[config.mk]
export PLATFORM = sky130hd
export DESIGN_NAME = hmap_port
export DESIGN_NICKNAME = d
export VERILOG_FILES = /design/src/logic/hmap_pkg.sv /design/src/logic/hmap_fifo.sv /design/src/logic/hmap_lane.sv /design/src/logic/hmap_port.sv
export VERILOG_INCLUDE_DIRS = /design/src /design/src/logic
export SDC_FILE = /design/constraint.sdc
export NUM_CORES = 1
export LEC_CHECK = 0
export BUFFER_PORTS_ARGS = -buffer_cell sky130_fd_sc_hd__buf_2
export CAP_MARGIN = 40
export CORE_UTILIZATION = 45
export DETAILED_ROUTE_END_ITERATION = 12
export GPL_TIMING_DRIVEN = 0
export PLACE_DENSITY = 0.73
export SYNTH_ARGS = -nofsm -noshare
export SYNTH_HDL_FRONTEND = slang
export SYNTH_SLANG_ARGS = --single-unit
export TNS_END_PERCENT = 100
[constraint.sdc]
create_clock -name mclk -period 5.3 [get_ports mclk]
set_input_delay 0.53 -clock mclk [delete_from_list [all_inputs] [get_ports mclk]]
set_output_delay 0.53 -clock mclk [all_outputs]
set_load 0.1 [all_outputs]
[src/logic/hmap_consts.svh]
// Constants for the host memory access port.
// Notes on behaviour
// - Thirty-four registers, each sixteen bits, always moved as whole words.
// - On-chip memories are word-only; local DRAM accepts byte or word access.
// - Byte address 2x is high byte of word x; 2x+1 low byte.
// - Upper and lower byte strobes select lanes and tell bytes from words.
// - Host bitstream words are held in a sixteen-entry coded-data FIFO.
// - DRAM controller drains the FIFO into the bitstream buffer in DRAM.
// - DRAM holds 256K or 512K words; addresses up to 0x3FFFF or 0x7FFFF.
// - Each memory is addressed in units of its own word size.
`ifndef HMAP_CONSTS_SVH
`define HMAP_CONSTS_SVH
`define HMAP_NUM_REGS      6'h22
`define HMAP_DATA_W        16
`define HMAP_FIFO_DEPTH    16
`define HMAP_DRAM_MAX_256K 19'h3FFFF
`define HMAP_DRAM_MAX_512K 19'h7FFFF
`define HMAP_BBUF_BASE     19'h00000
`define HMAP_BBUF_LAST     19'h0FFFF
`define HMAP_UNIT_REG      16
`define HMAP_UNIT_DRAM     16
`define HMAP_UNIT_HSM      16
`define HMAP_UNIT_CDF      16
`define HMAP_UNIT_IM       32
`define HMAP_UNIT_TM       24
`endif

[src/logic/hmap_pkg.sv]
// Types shared by the host memory access port.
package hmap_pkg;
   typedef enum logic [1:0] {HMAP_TGT_REG, HMAP_TGT_DRAM, HMAP_TGT_CDF} hmap_tgt_t;
   typedef enum logic [1:0] {HMAP_LANE_NONE, HMAP_LANE_HI, HMAP_LANE_LO, HMAP_LANE_WORD}
      hmap_lane_t;
   typedef struct packed {
      logic [18:0] addr;
      logic [15:0] wdata;
      logic [1:0]  lane_en;
      logic        we;
   } hmap_dram_req_t;
   typedef struct packed {
      logic [5:0]  idx;
      logic [15:0] wdata;
      logic        we;
   } hmap_reg_req_t;
endpackage : hmap_pkg

[src/logic/hmap_fifo.sv]
// Parameterised valid/ready FIFO in flip-flops.
`timescale 1ns/1ps
module hmap_fifo #(
   parameter int WIDTH = 16,
   parameter int DEPTH = 16
) (
   // Clock and control
   input  wire logic             mclk,
   input  wire logic             rst_n,
   input  wire logic             clk_en,
   // Fill side
   input  wire logic             in_valid,
   output logic                  in_ready,
   input  wire logic [WIDTH-1:0] in_data,
   // Drain side
   output logic                  out_valid,
   input  wire logic             out_ready,
   output logic [WIDTH-1:0]      out_data,
   // Status
   output logic [$clog2(DEPTH):0] level
);
   localparam int AW = $clog2(DEPTH);
   initial begin
      if (DEPTH < 2 || (1 << AW) != DEPTH || WIDTH < 1) begin
         $error("hmap_fifo: DEPTH must be a power of two of at least 2");
      end
   end
   logic [WIDTH-1:0] mem_ff [DEPTH];
   logic [AW-1:0]    wr_ptr_ff;
   logic [AW-1:0]    rd_ptr_ff;
   logic [AW:0]      cnt_ff;
   wire              do_wr = in_valid && in_ready;
   wire              do_rd = out_valid && out_ready;
   // Ready drops at a full count, so the source is held off until a word leaves.
   assign in_ready  = (cnt_ff != (AW+1)'(DEPTH));
   assign out_valid = (cnt_ff != '0);
   assign out_data  = mem_ff[rd_ptr_ff];
   assign level     = cnt_ff;
   always_ff @(posedge mclk) begin
      if (clk_en && do_wr) begin
         mem_ff[wr_ptr_ff] <= in_data;
      end
   end
   always_ff @(posedge mclk) begin
      if (!rst_n) begin
         wr_ptr_ff <= '0;
         rd_ptr_ff <= '0;
         cnt_ff    <= '0;
      end else if (clk_en) begin
         if (do_wr) wr_ptr_ff <= wr_ptr_ff + 1'b1;
         if (do_rd) rd_ptr_ff <= rd_ptr_ff + 1'b1;
         cnt_ff <= cnt_ff + (AW+1)'(do_wr) - (AW+1)'(do_rd);
      end
   end
endmodule : hmap_fifo

[src/logic/hmap_lane.sv]
// Byte lane decoder for host DRAM accesses.
`timescale 1ns/1ps
module hmap_lane
   import hmap_pkg::*;
(
   // Host strobes and data
   input  wire logic        upper_byte_strobe,
   input  wire logic        lower_byte_strobe,
   input  wire logic [15:0] host_wdata,
   // Decoded lanes
   output hmap_lane_t       lane,
   output logic [1:0]       lane_en,
   output logic [15:0]      lane_wdata
);
   // Upper strobe is the even byte 2x, bits 15:8; lower is 2x+1, bits 7:0.
   assign lane_en    = {upper_byte_strobe, lower_byte_strobe};
   assign lane       = (upper_byte_strobe && lower_byte_strobe) ? HMAP_LANE_WORD :
                       upper_byte_strobe ? HMAP_LANE_HI :
                       lower_byte_strobe ? HMAP_LANE_LO : HMAP_LANE_NONE;
   assign lane_wdata = host_wdata;
endmodule : hmap_lane

[src/logic/hmap_port.sv]
// Host memory access port: registers, DRAM byte/word path and coded-data FIFO.
`timescale 1ns/1ps
`include "hmap_consts.svh"
module hmap_port
   import hmap_pkg::*;
#(
   parameter int  FIFO_DEPTH = `HMAP_FIFO_DEPTH,
   parameter bit  DRAM_512K  = 1'b1
) (
   // Clock, reset, enable
   input  wire logic        mclk,
   input  wire logic        rst_n,
   input  wire logic        clk_en,
   // Host request
   input  wire logic        host_req,
   input  wire logic        host_we,
   input  wire hmap_tgt_t   host_tgt,
   input  wire logic [18:0] host_addr,
   input  wire logic [15:0] host_wdata,
   input  wire logic        upper_byte_strobe,
   input  wire logic        lower_byte_strobe,
   // Host answer
   output logic             host_ack_ff,
   output logic             host_err_ff,
   output logic [15:0]      host_rdata_ff,
   output logic             cdf_full_ff,
   output logic [4:0]       cdf_level_ff,
   // Register file access
   output hmap_reg_req_t    reg_req_ff,
   output logic             reg_req_valid_ff,
   input  wire logic [15:0] reg_rdata,
   // DRAM controller side
   output hmap_dram_req_t   dram_req_ff,
   output logic             dram_req_valid_ff,
   input  wire logic        dram_ack,
   input  wire logic [15:0] dram_rdata
);
   initial begin
      if (FIFO_DEPTH != `HMAP_FIFO_DEPTH) begin
         $error("hmap_port: FIFO depth must be sixteen words");
      end
   end
   typedef enum logic [2:0] {ST_IDLE, ST_REG, ST_DRAM, ST_ANS} st_t;
   st_t              st_ff;
   st_t              nxt_st;
   logic [18:0]      bbuf_ptr_ff;
   logic             drain_busy_ff;
   hmap_lane_t       lane;
   logic [1:0]       lane_en;
   logic [15:0]      lane_wdata;
   logic             cdf_in_ready;
   logic             cdf_out_valid;
   logic [15:0]      cdf_out_data;
   logic [4:0]       cdf_level;
   logic [15:0]      ans_data_ff;
   logic             ans_err_ff;

   function automatic logic dram_addr_ok(input logic [18:0] a);
      dram_addr_ok = DRAM_512K ? (a <= `HMAP_DRAM_MAX_512K) : (a <= `HMAP_DRAM_MAX_256K);
   endfunction : dram_addr_ok

   hmap_lane u_lane (
      .upper_byte_strobe (upper_byte_strobe),
      .lower_byte_strobe (lower_byte_strobe),
      .host_wdata        (host_wdata),
      .lane              (lane),
      .lane_en           (lane_en),
      .lane_wdata        (lane_wdata)
   );

   // Request decode.
   wire in_idle    = (st_ff == ST_IDLE);
   wire is_reg     = host_tgt == HMAP_TGT_REG;
   wire is_dram    = host_tgt == HMAP_TGT_DRAM;
   wire is_cdf     = host_tgt == HMAP_TGT_CDF;
   // Registers and on-chip memories take whole words only.
   wire reg_ok     = (host_addr < 19'(`HMAP_NUM_REGS)) && (lane == HMAP_LANE_WORD);
   wire dram_ok    = dram_addr_ok(host_addr) && (lane != HMAP_LANE_NONE);
   wire cdf_ok     = (lane == HMAP_LANE_WORD) && host_we;
   // No take while the answer still shows: the host drops its request on that same edge.
   wire can_take   = in_idle && !host_ack_ff;
   wire cdf_push   = can_take && host_req && is_cdf && cdf_ok && cdf_in_ready;
   // A host DRAM access waits for a pending drain write, so it can never overwrite it.
   wire host_take  = can_take && host_req && !(is_cdf && cdf_ok && !cdf_in_ready) &&
                     !(is_dram && dram_req_valid_ff);
   wire bad_req    = (is_reg && !reg_ok) || (is_dram && !dram_ok) || (is_cdf && !cdf_ok) ||
                     (host_tgt == hmap_tgt_t'(2'h3));
   // Host requests win the DRAM port; the drain waits for idle host cycles.
   wire drain_go   = cdf_out_valid && !drain_busy_ff && in_idle &&
                     !(host_req && is_dram) && !dram_req_valid_ff;
   wire drain_pop  = drain_busy_ff && dram_ack;
   wire [18:0] bbuf_nxt = (bbuf_ptr_ff == `HMAP_BBUF_LAST) ? `HMAP_BBUF_BASE :
                          bbuf_ptr_ff + 19'h00001;

   hmap_fifo #(
      .WIDTH (16),
      .DEPTH (FIFO_DEPTH)
   ) u_cdf (
      .mclk      (mclk),
      .rst_n     (rst_n),
      .clk_en    (clk_en),
      .in_valid  (cdf_push),
      .in_ready  (cdf_in_ready),
      .in_data   (lane_wdata),
      .out_valid (cdf_out_valid),
      .out_ready (drain_pop),
      .out_data  (cdf_out_data),
      .level     (cdf_level)
   );

   always_comb begin
      nxt_st = st_ff;
      case (st_ff)
         ST_IDLE: begin
            if (host_take) begin
               if (bad_req || is_cdf) nxt_st = ST_ANS;
               else if (is_reg) nxt_st = ST_REG;
               else nxt_st = ST_DRAM;
            end
         end
         ST_REG:  nxt_st = ST_ANS;
         ST_DRAM: if (dram_ack && !drain_busy_ff) nxt_st = ST_ANS;
         ST_ANS:  nxt_st = ST_IDLE;
         default: nxt_st = ST_IDLE;
      endcase
   end

   always_ff @(posedge mclk) begin
      if (!rst_n) st_ff <= ST_IDLE;
      else if (clk_en) st_ff <= nxt_st;
   end

   // Register path: one word per access, index in 16-bit units.
   always_ff @(posedge mclk) begin
      if (!rst_n) begin
         reg_req_ff       <= '0;
         reg_req_valid_ff <= 1'b0;
      end else if (clk_en) begin
         reg_req_valid_ff <= host_take && !bad_req && is_reg;
         reg_req_ff       <= '{idx: host_addr[5:0], wdata: host_wdata, we: host_we};
      end
   end

   // DRAM port shared by host accesses and the bitstream drain.
   always_ff @(posedge mclk) begin
      if (!rst_n) begin
         dram_req_ff       <= '0;
         dram_req_valid_ff <= 1'b0;
         drain_busy_ff     <= 1'b0;
         bbuf_ptr_ff       <= `HMAP_BBUF_BASE;
      end else if (clk_en) begin
         if (dram_req_valid_ff && dram_ack) begin
            dram_req_valid_ff <= 1'b0;
            drain_busy_ff     <= 1'b0;
         end
         if (drain_pop) bbuf_ptr_ff <= bbuf_nxt;
         if (host_take && !bad_req && is_dram) begin
            dram_req_valid_ff <= 1'b1;
            dram_req_ff       <= '{addr: host_addr, wdata: lane_wdata, lane_en: lane_en,
                                   we: host_we};
         end else if (drain_go) begin
            dram_req_valid_ff <= 1'b1;
            drain_busy_ff     <= 1'b1;
            dram_req_ff       <= '{addr: bbuf_ptr_ff, wdata: cdf_out_data, lane_en: 2'h3,
                                   we: 1'b1};
         end
      end
   end

   // Answer capture. Unused byte lanes of a DRAM read return zero.
   always_ff @(posedge mclk) begin
      if (!rst_n) begin
         ans_data_ff <= 16'h0000;
         ans_err_ff  <= 1'b0;
      end else if (clk_en) begin
         if (in_idle && host_take) begin
            ans_err_ff  <= bad_req;
            ans_data_ff <= 16'h0000;
         end else if (st_ff == ST_REG) begin
            ans_data_ff <= reg_req_ff.we ? 16'h0000 : reg_rdata;
         end else if (st_ff == ST_DRAM && dram_ack && !drain_busy_ff) begin
            ans_data_ff <= dram_req_ff.we ? 16'h0000 :
                           {dram_req_ff.lane_en[1] ? dram_rdata[15:8] : 8'h00,
                            dram_req_ff.lane_en[0] ? dram_rdata[7:0]  : 8'h00};
         end
      end
   end

   // Outputs.
   always_ff @(posedge mclk) begin
      if (!rst_n) begin
         host_ack_ff   <= 1'b0;
         host_err_ff   <= 1'b0;
         host_rdata_ff <= 16'h0000;
         cdf_full_ff   <= 1'b0;
         cdf_level_ff  <= 5'h00;
      end else if (clk_en) begin
         host_ack_ff   <= (st_ff == ST_ANS);
         host_err_ff   <= (st_ff == ST_ANS) && ans_err_ff;
         host_rdata_ff <= (st_ff == ST_ANS) ? ans_data_ff : 16'h0000;
         cdf_full_ff   <= !cdf_in_ready;
         cdf_level_ff  <= cdf_level;
      end
   end
endmodule : hmap_port

==> flow_results.org <==
** Die
- The core region is 34800 um2.
- Height of the die :: 191 um
- The floorplan step defined a die boundary enclosing 36300 um2.
- In this run the count of I/O pins placed on the die edge is 164.
- The initial utilization of the core area, before any placement, comes to 46.0%.
- The initialized floorplan defines 68 standard-cell rows.
- In this run the horizontal extent of the chip is 191 um.

** STA
- Slew margin rel. :: 41.5%
- Setup violations remaining at the end of the flow were counted as 0.
- Counting I/O delays and the setup requirement, the final critical path takes 3.38 ns.
- Setup slack closes at 1.92 ns.
- RSZ-0062 raised after global routing :: false
- At the pin with the least slew margin, the transition time is 0.875 ns.
- Number of pins with negative max-slew slack in the final report :: 0
- Final setup TNS :: 0 ns
- Max Clock Skew :: 0.0223 ns
- For this run, the top clock speed supported by timing is 296 MHz.
- Period Utilization, post-route :: 63.8%
- Count of endpoints failing hold in the final timing report :: 0

** Clock tree
- Clk Latency, worst-skew pair :: 0.54 ns
- Hold-fix buffers, CTS :: 0
- Maximum count of clock buffers along a single path :: 3
- Post-CTS setup buffers :: 0
- CTS built an H-tree with a depth of 2.
- TritonCTS built the clock tree.
- Clock tree synthesis selected as its root buffer the cell sky130_fd_sc_hd__clkbuf_16.
- CTS Sinks :: 399
- Resized Gates After CTS :: 0
- CTS clk-pin slew, worst paths :: 0.06 ns
- Total clock buffers created by CTS :: 40

** Power and ir drop
- The analysis attributes to cell leakage a power of 6.65 nW.
- VDD sags by at most 0.349 mV.
- Per report_power, the clock group accounts for 35.3% of the total.
- Of the total power, registers draw 45.3%.
- Net switching is 31.3% of the power.
- Switching pwr :: 2.43 mW
- Cell internal power was estimated by the tool at 5.33 mW.
- For this design the ratio of total power to cell area is 408 nW/um2.
- Portion of total power attributed to combinational logic :: 19.3%

** Detailed routing
- In this run the remaining antenna-violating nets after routing total 0.
- For this block, the initial DRC count from the detailed router was 1049.
- The pre-antenna-repair detailed-routing pass consisted of 5 iterations.
- In the final routed layout, each cell accounts on average for 22.6 um.
- After detailed routing, the number of remaining DRC violations is 0.
- Via count :: 10552
- Detailed-route vias per instance :: 5.75
- Drt total wl :: 41500 um

** Synthesis
- Netlist Area Pre-Place :: 16000 um2
- Share of flip-flops with an asynchronous set or reset :: 0%
- Counting every net in the synthesized netlist gives 1219.
- Post-Synthesis Mean Instance Area :: 14.2 um2
- Combinational family with the most area after synthesis :: multiplexers
- Top cell type by total area after synthesis :: sky130_fd_sc_hd__edfxtp_1
- XOR/XNOR Fraction of Synth Area :: 1.42%
- After Yosys synthesis, full adders, half adders and majority gates account for 1.38% of the synthesized area.
- Count of warnings emitted by yosys :: 0
- For this run, the register share of the synthesized area comes to 65.9%.
- The synthesized netlist devotes 6.45% of its cell area to compound gates.
- Summing the areas of all and, or, nand and nor instances in the mapped netlist gives 9.81% of the synthesized area.
- Synthesis handed over a netlist of 1125 instances.
- The netlist uses 58 different library cells.
- Count of flip-flops with a built-in enable after synthesis :: 256
- Most frequently used flop master after synthesis :: sky130_fd_sc_hd__edfxtp_1
- Area contributors post-synth :: sky130_fd_sc_hd__edfxtp_1, sky130_fd_sc_hd__dfxtp_1, sky130_fd_sc_hd__mux4_2
- Share of cell area taken by muxes after synthesis :: 12.5%
- After synthesis, the largest area contributor takes up 48.0% of total cell area.
- Synthesis inferred 399 register bits.

** Final layout
- Of the cells placed in the final design, the portion with a size suffix greater than 1 is 26.7%.
- The library cell used most frequently in the layout, excluding fill and tap cells, is sky130_fd_sc_hd__edfxtp_1.
- 0 antenna diodes ended up in the layout.
- Compared with the post-synthesis result, the final layout area differs by 18.6%.
- The layout has 2771 filler cells.
- Leaving out fill and tap cells, the most frequent cells in the layout are sky130_fd_sc_hd__edfxtp_1, sky130_fd_sc_hd__buf_2, sky130_fd_sc_hd__dfxtp_1, sky130_fd_sc_hd__nor2_1, sky130_fd_sc_hd__nand2_1.
- Number of nets in the layout :: 1443

** Placed design
- Detailed placement ended at an HPWL of 28600 um.
- Placement-stage worst setup slack :: 1.94 ns
- Number of buffer cells added on primary ports :: 162
- GPL Wtd Cong :: 0.880

** Setup path
- By startpoint and endpoint, the worst setup path is classified as reg -> reg.
- Largest driver fanout on the critical path :: 5
- The worst setup path is captured at a flop.
- Setup slack on the worst reg-to-reg path comes out at 1.92 ns.
- Worst path required time :: 5.72 ns
- The worst setup path is launched from a flop.
- Critical path arrival :: 3.80 ns

** Min path
- The min-delay analysis places its worst path in the category in -> reg.

** Run status
- The run finished with clean final reports.

** GRT
- The initial antenna violation count is 1.
- The first global-routing pass estimated 61900 um of wire.
- Vias in the first global route :: 10598
- Entering global routing, the biggest net connects 19 pins.
- Remaining Overflow, GRT :: 0
- Global routing consumed, over all layers together, 22.9% of the routing resources.

** Flow run
- The tool flagged a number of max-cap violations equal to 0.
-- cell families (layout without fill, tap and decap cells) --
group,count (synthesis),count (layout)
multiplexers,111,111
adder cells (fa/ha/maj),17,17
AND/OR/NAND/NOR,340,340
buffers and inverters,84,339
flip-flops,399,399
AO/OA/AOI/OAI,148,148
XOR/XNOR,26,26
-- flip-flops by register name, summed over array words and instances (netlist names), 2 cells and up, named ones only --
register / flops
ans_data_ff: 16
bbuf_ptr_ff: 19
cdf_level_ff: 5
dram_req_ff: 38
host_rdata_ff: 16
reg_req_ff: 23
st_ff: 2
u_cdf.level: 5
u_cdf.mem_ff: 256
u_cdf.rd_ptr_ff: 4
u_cdf.wr_ptr_ff: 4
-- per-layer routing --
layer  global-route usage, %  wire, um
met5                       0         9
met3                    3.97      3790
met2                    38.1     20000
met1                    30.5     16700
met4                    7.45      1040
-- critical path, cell delays in order, from the launching register on --
cell	delay (ns)
sky130_fd_sc_hd__dfxtp_1	0.35
sky130_fd_sc_hd__inv_1	0.09
sky130_fd_sc_hd__ha_1	0.17
sky130_fd_sc_hd__nor4b_1	0.64
sky130_fd_sc_hd__nor2_1	0.12
sky130_fd_sc_hd__ha_1	0.30
sky130_fd_sc_hd__inv_1	0.06
sky130_fd_sc_hd__ha_1	0.17
sky130_fd_sc_hd__inv_1	0.06
sky130_fd_sc_hd__fa_1	0.40
sky130_fd_sc_hd__nand2b_1	0.17
sky130_fd_sc_hd__a21oi_1	0.20
sky130_fd_sc_hd__o21a_1	0.13
sky130_fd_sc_hd__o21ai_0	0.11
sky130_fd_sc_hd__xnor2_1	0.17
sky130_fd_sc_hd__and2_1	0.15
-- stage by stage --
stage	area, um2	utilization, %	power, mW	cells	hold slack, ns
4_1_cts	19000	54.6	7.80	1835	0.271
2_1_floorplan	16000	-	4.70	1125	0.435
3_3_place_gp	17400	50.0	5.05	1742	0.443
3_5_place_dp	17700	50.9	5.07	1762	0.449
5_1_grt	19000	54.6	8.01	1835	0.267
6_report	19000	54.6	7.76	1835	0.288
-- power by group through the flow --
stage / sequential [mW] / combinational [mW] / clock (mW)
after global routing: 3.53 / 1.57 / 2.91
final: 3.52 / 1.50 / 2.74
after CTS: 3.52 / 1.50 / 2.79
after detailed placement: 3.58 / 1.49 / 0
after global placement: 3.58 / 1.47 / 0
after floorplan: 4.23 / 0.474 / 0
-- cells in the mapped netlist (6+ instances only) --
| cell | count |
|---|---|
| sky130_fd_sc_hd__nand2b_1 | 6 |
| sky130_fd_sc_hd__edfxtp_1 | 256 |
| sky130_fd_sc_hd__nor2_1 | 123 |
| sky130_fd_sc_hd__buf_6 | 8 |
| sky130_fd_sc_hd__nand3_1 | 7 |
| sky130_fd_sc_hd__nand2_1 | 108 |
| sky130_fd_sc_hd__xnor2_1 | 10 |
| sky130_fd_sc_hd__mux2i_1 | 39 |
| sky130_fd_sc_hd__mux4_2 | 71 |
| sky130_fd_sc_hd__nor2b_1 | 29 |
| sky130_fd_sc_hd__ha_1 | 16 |
| sky130_fd_sc_hd__inv_1 | 14 |
| sky130_fd_sc_hd__buf_1 | 8 |
| sky130_fd_sc_hd__clkbuf_1 | 31 |
| sky130_fd_sc_hd__o21ai_0 | 19 |
| sky130_fd_sc_hd__or3_1 | 18 |
| sky130_fd_sc_hd__nor3_1 | 10 |
| sky130_fd_sc_hd__nand4_1 | 18 |
| sky130_fd_sc_hd__buf_2 | 15 |
| sky130_fd_sc_hd__dfxtp_1 | 143 |
| sky130_fd_sc_hd__xor2_1 | 16 |
| sky130_fd_sc_hd__a22oi_1 | 17 |
| sky130_fd_sc_hd__a31oi_1 | 13 |
| sky130_fd_sc_hd__a21oi_1 | 42 |
| sky130_fd_sc_hd__a311oi_1 | 23 |
| sky130_fd_sc_hd__a211oi_1 | 7 |
-- worst paths after layout --
kind	startpoint	endpoint	depth (start not counted)
worst min register to register	ans_data_ff[15]	ans_data_ff[15]	2
worst min-delay path	host_addr[9]	dram_req_ff[28]	3
worst max register to register	u_cdf.level[3]	u_cdf.level[4]	15
worst max-delay path	u_cdf.level[3]	u_cdf.level[4]	15
-- cell type report --
type | instances | area [um2] | share of cell area, %
clock inverter | 18 | 161 | 0.850
inverter | 17 | 63.8 | 0.336
timing repair buffer | 182 | 1080 | 5.69
buffer | 67 | 349 | 1.84
sequential | 399 | 10600 | 55.5
clock buffer | 55 | 1120 | 5.88
tap | 455 | 569 | 3.00
multi-input combinational | 642 | 5100 | 26.9
No activity file was read; power rests on OpenSTA's default activity.
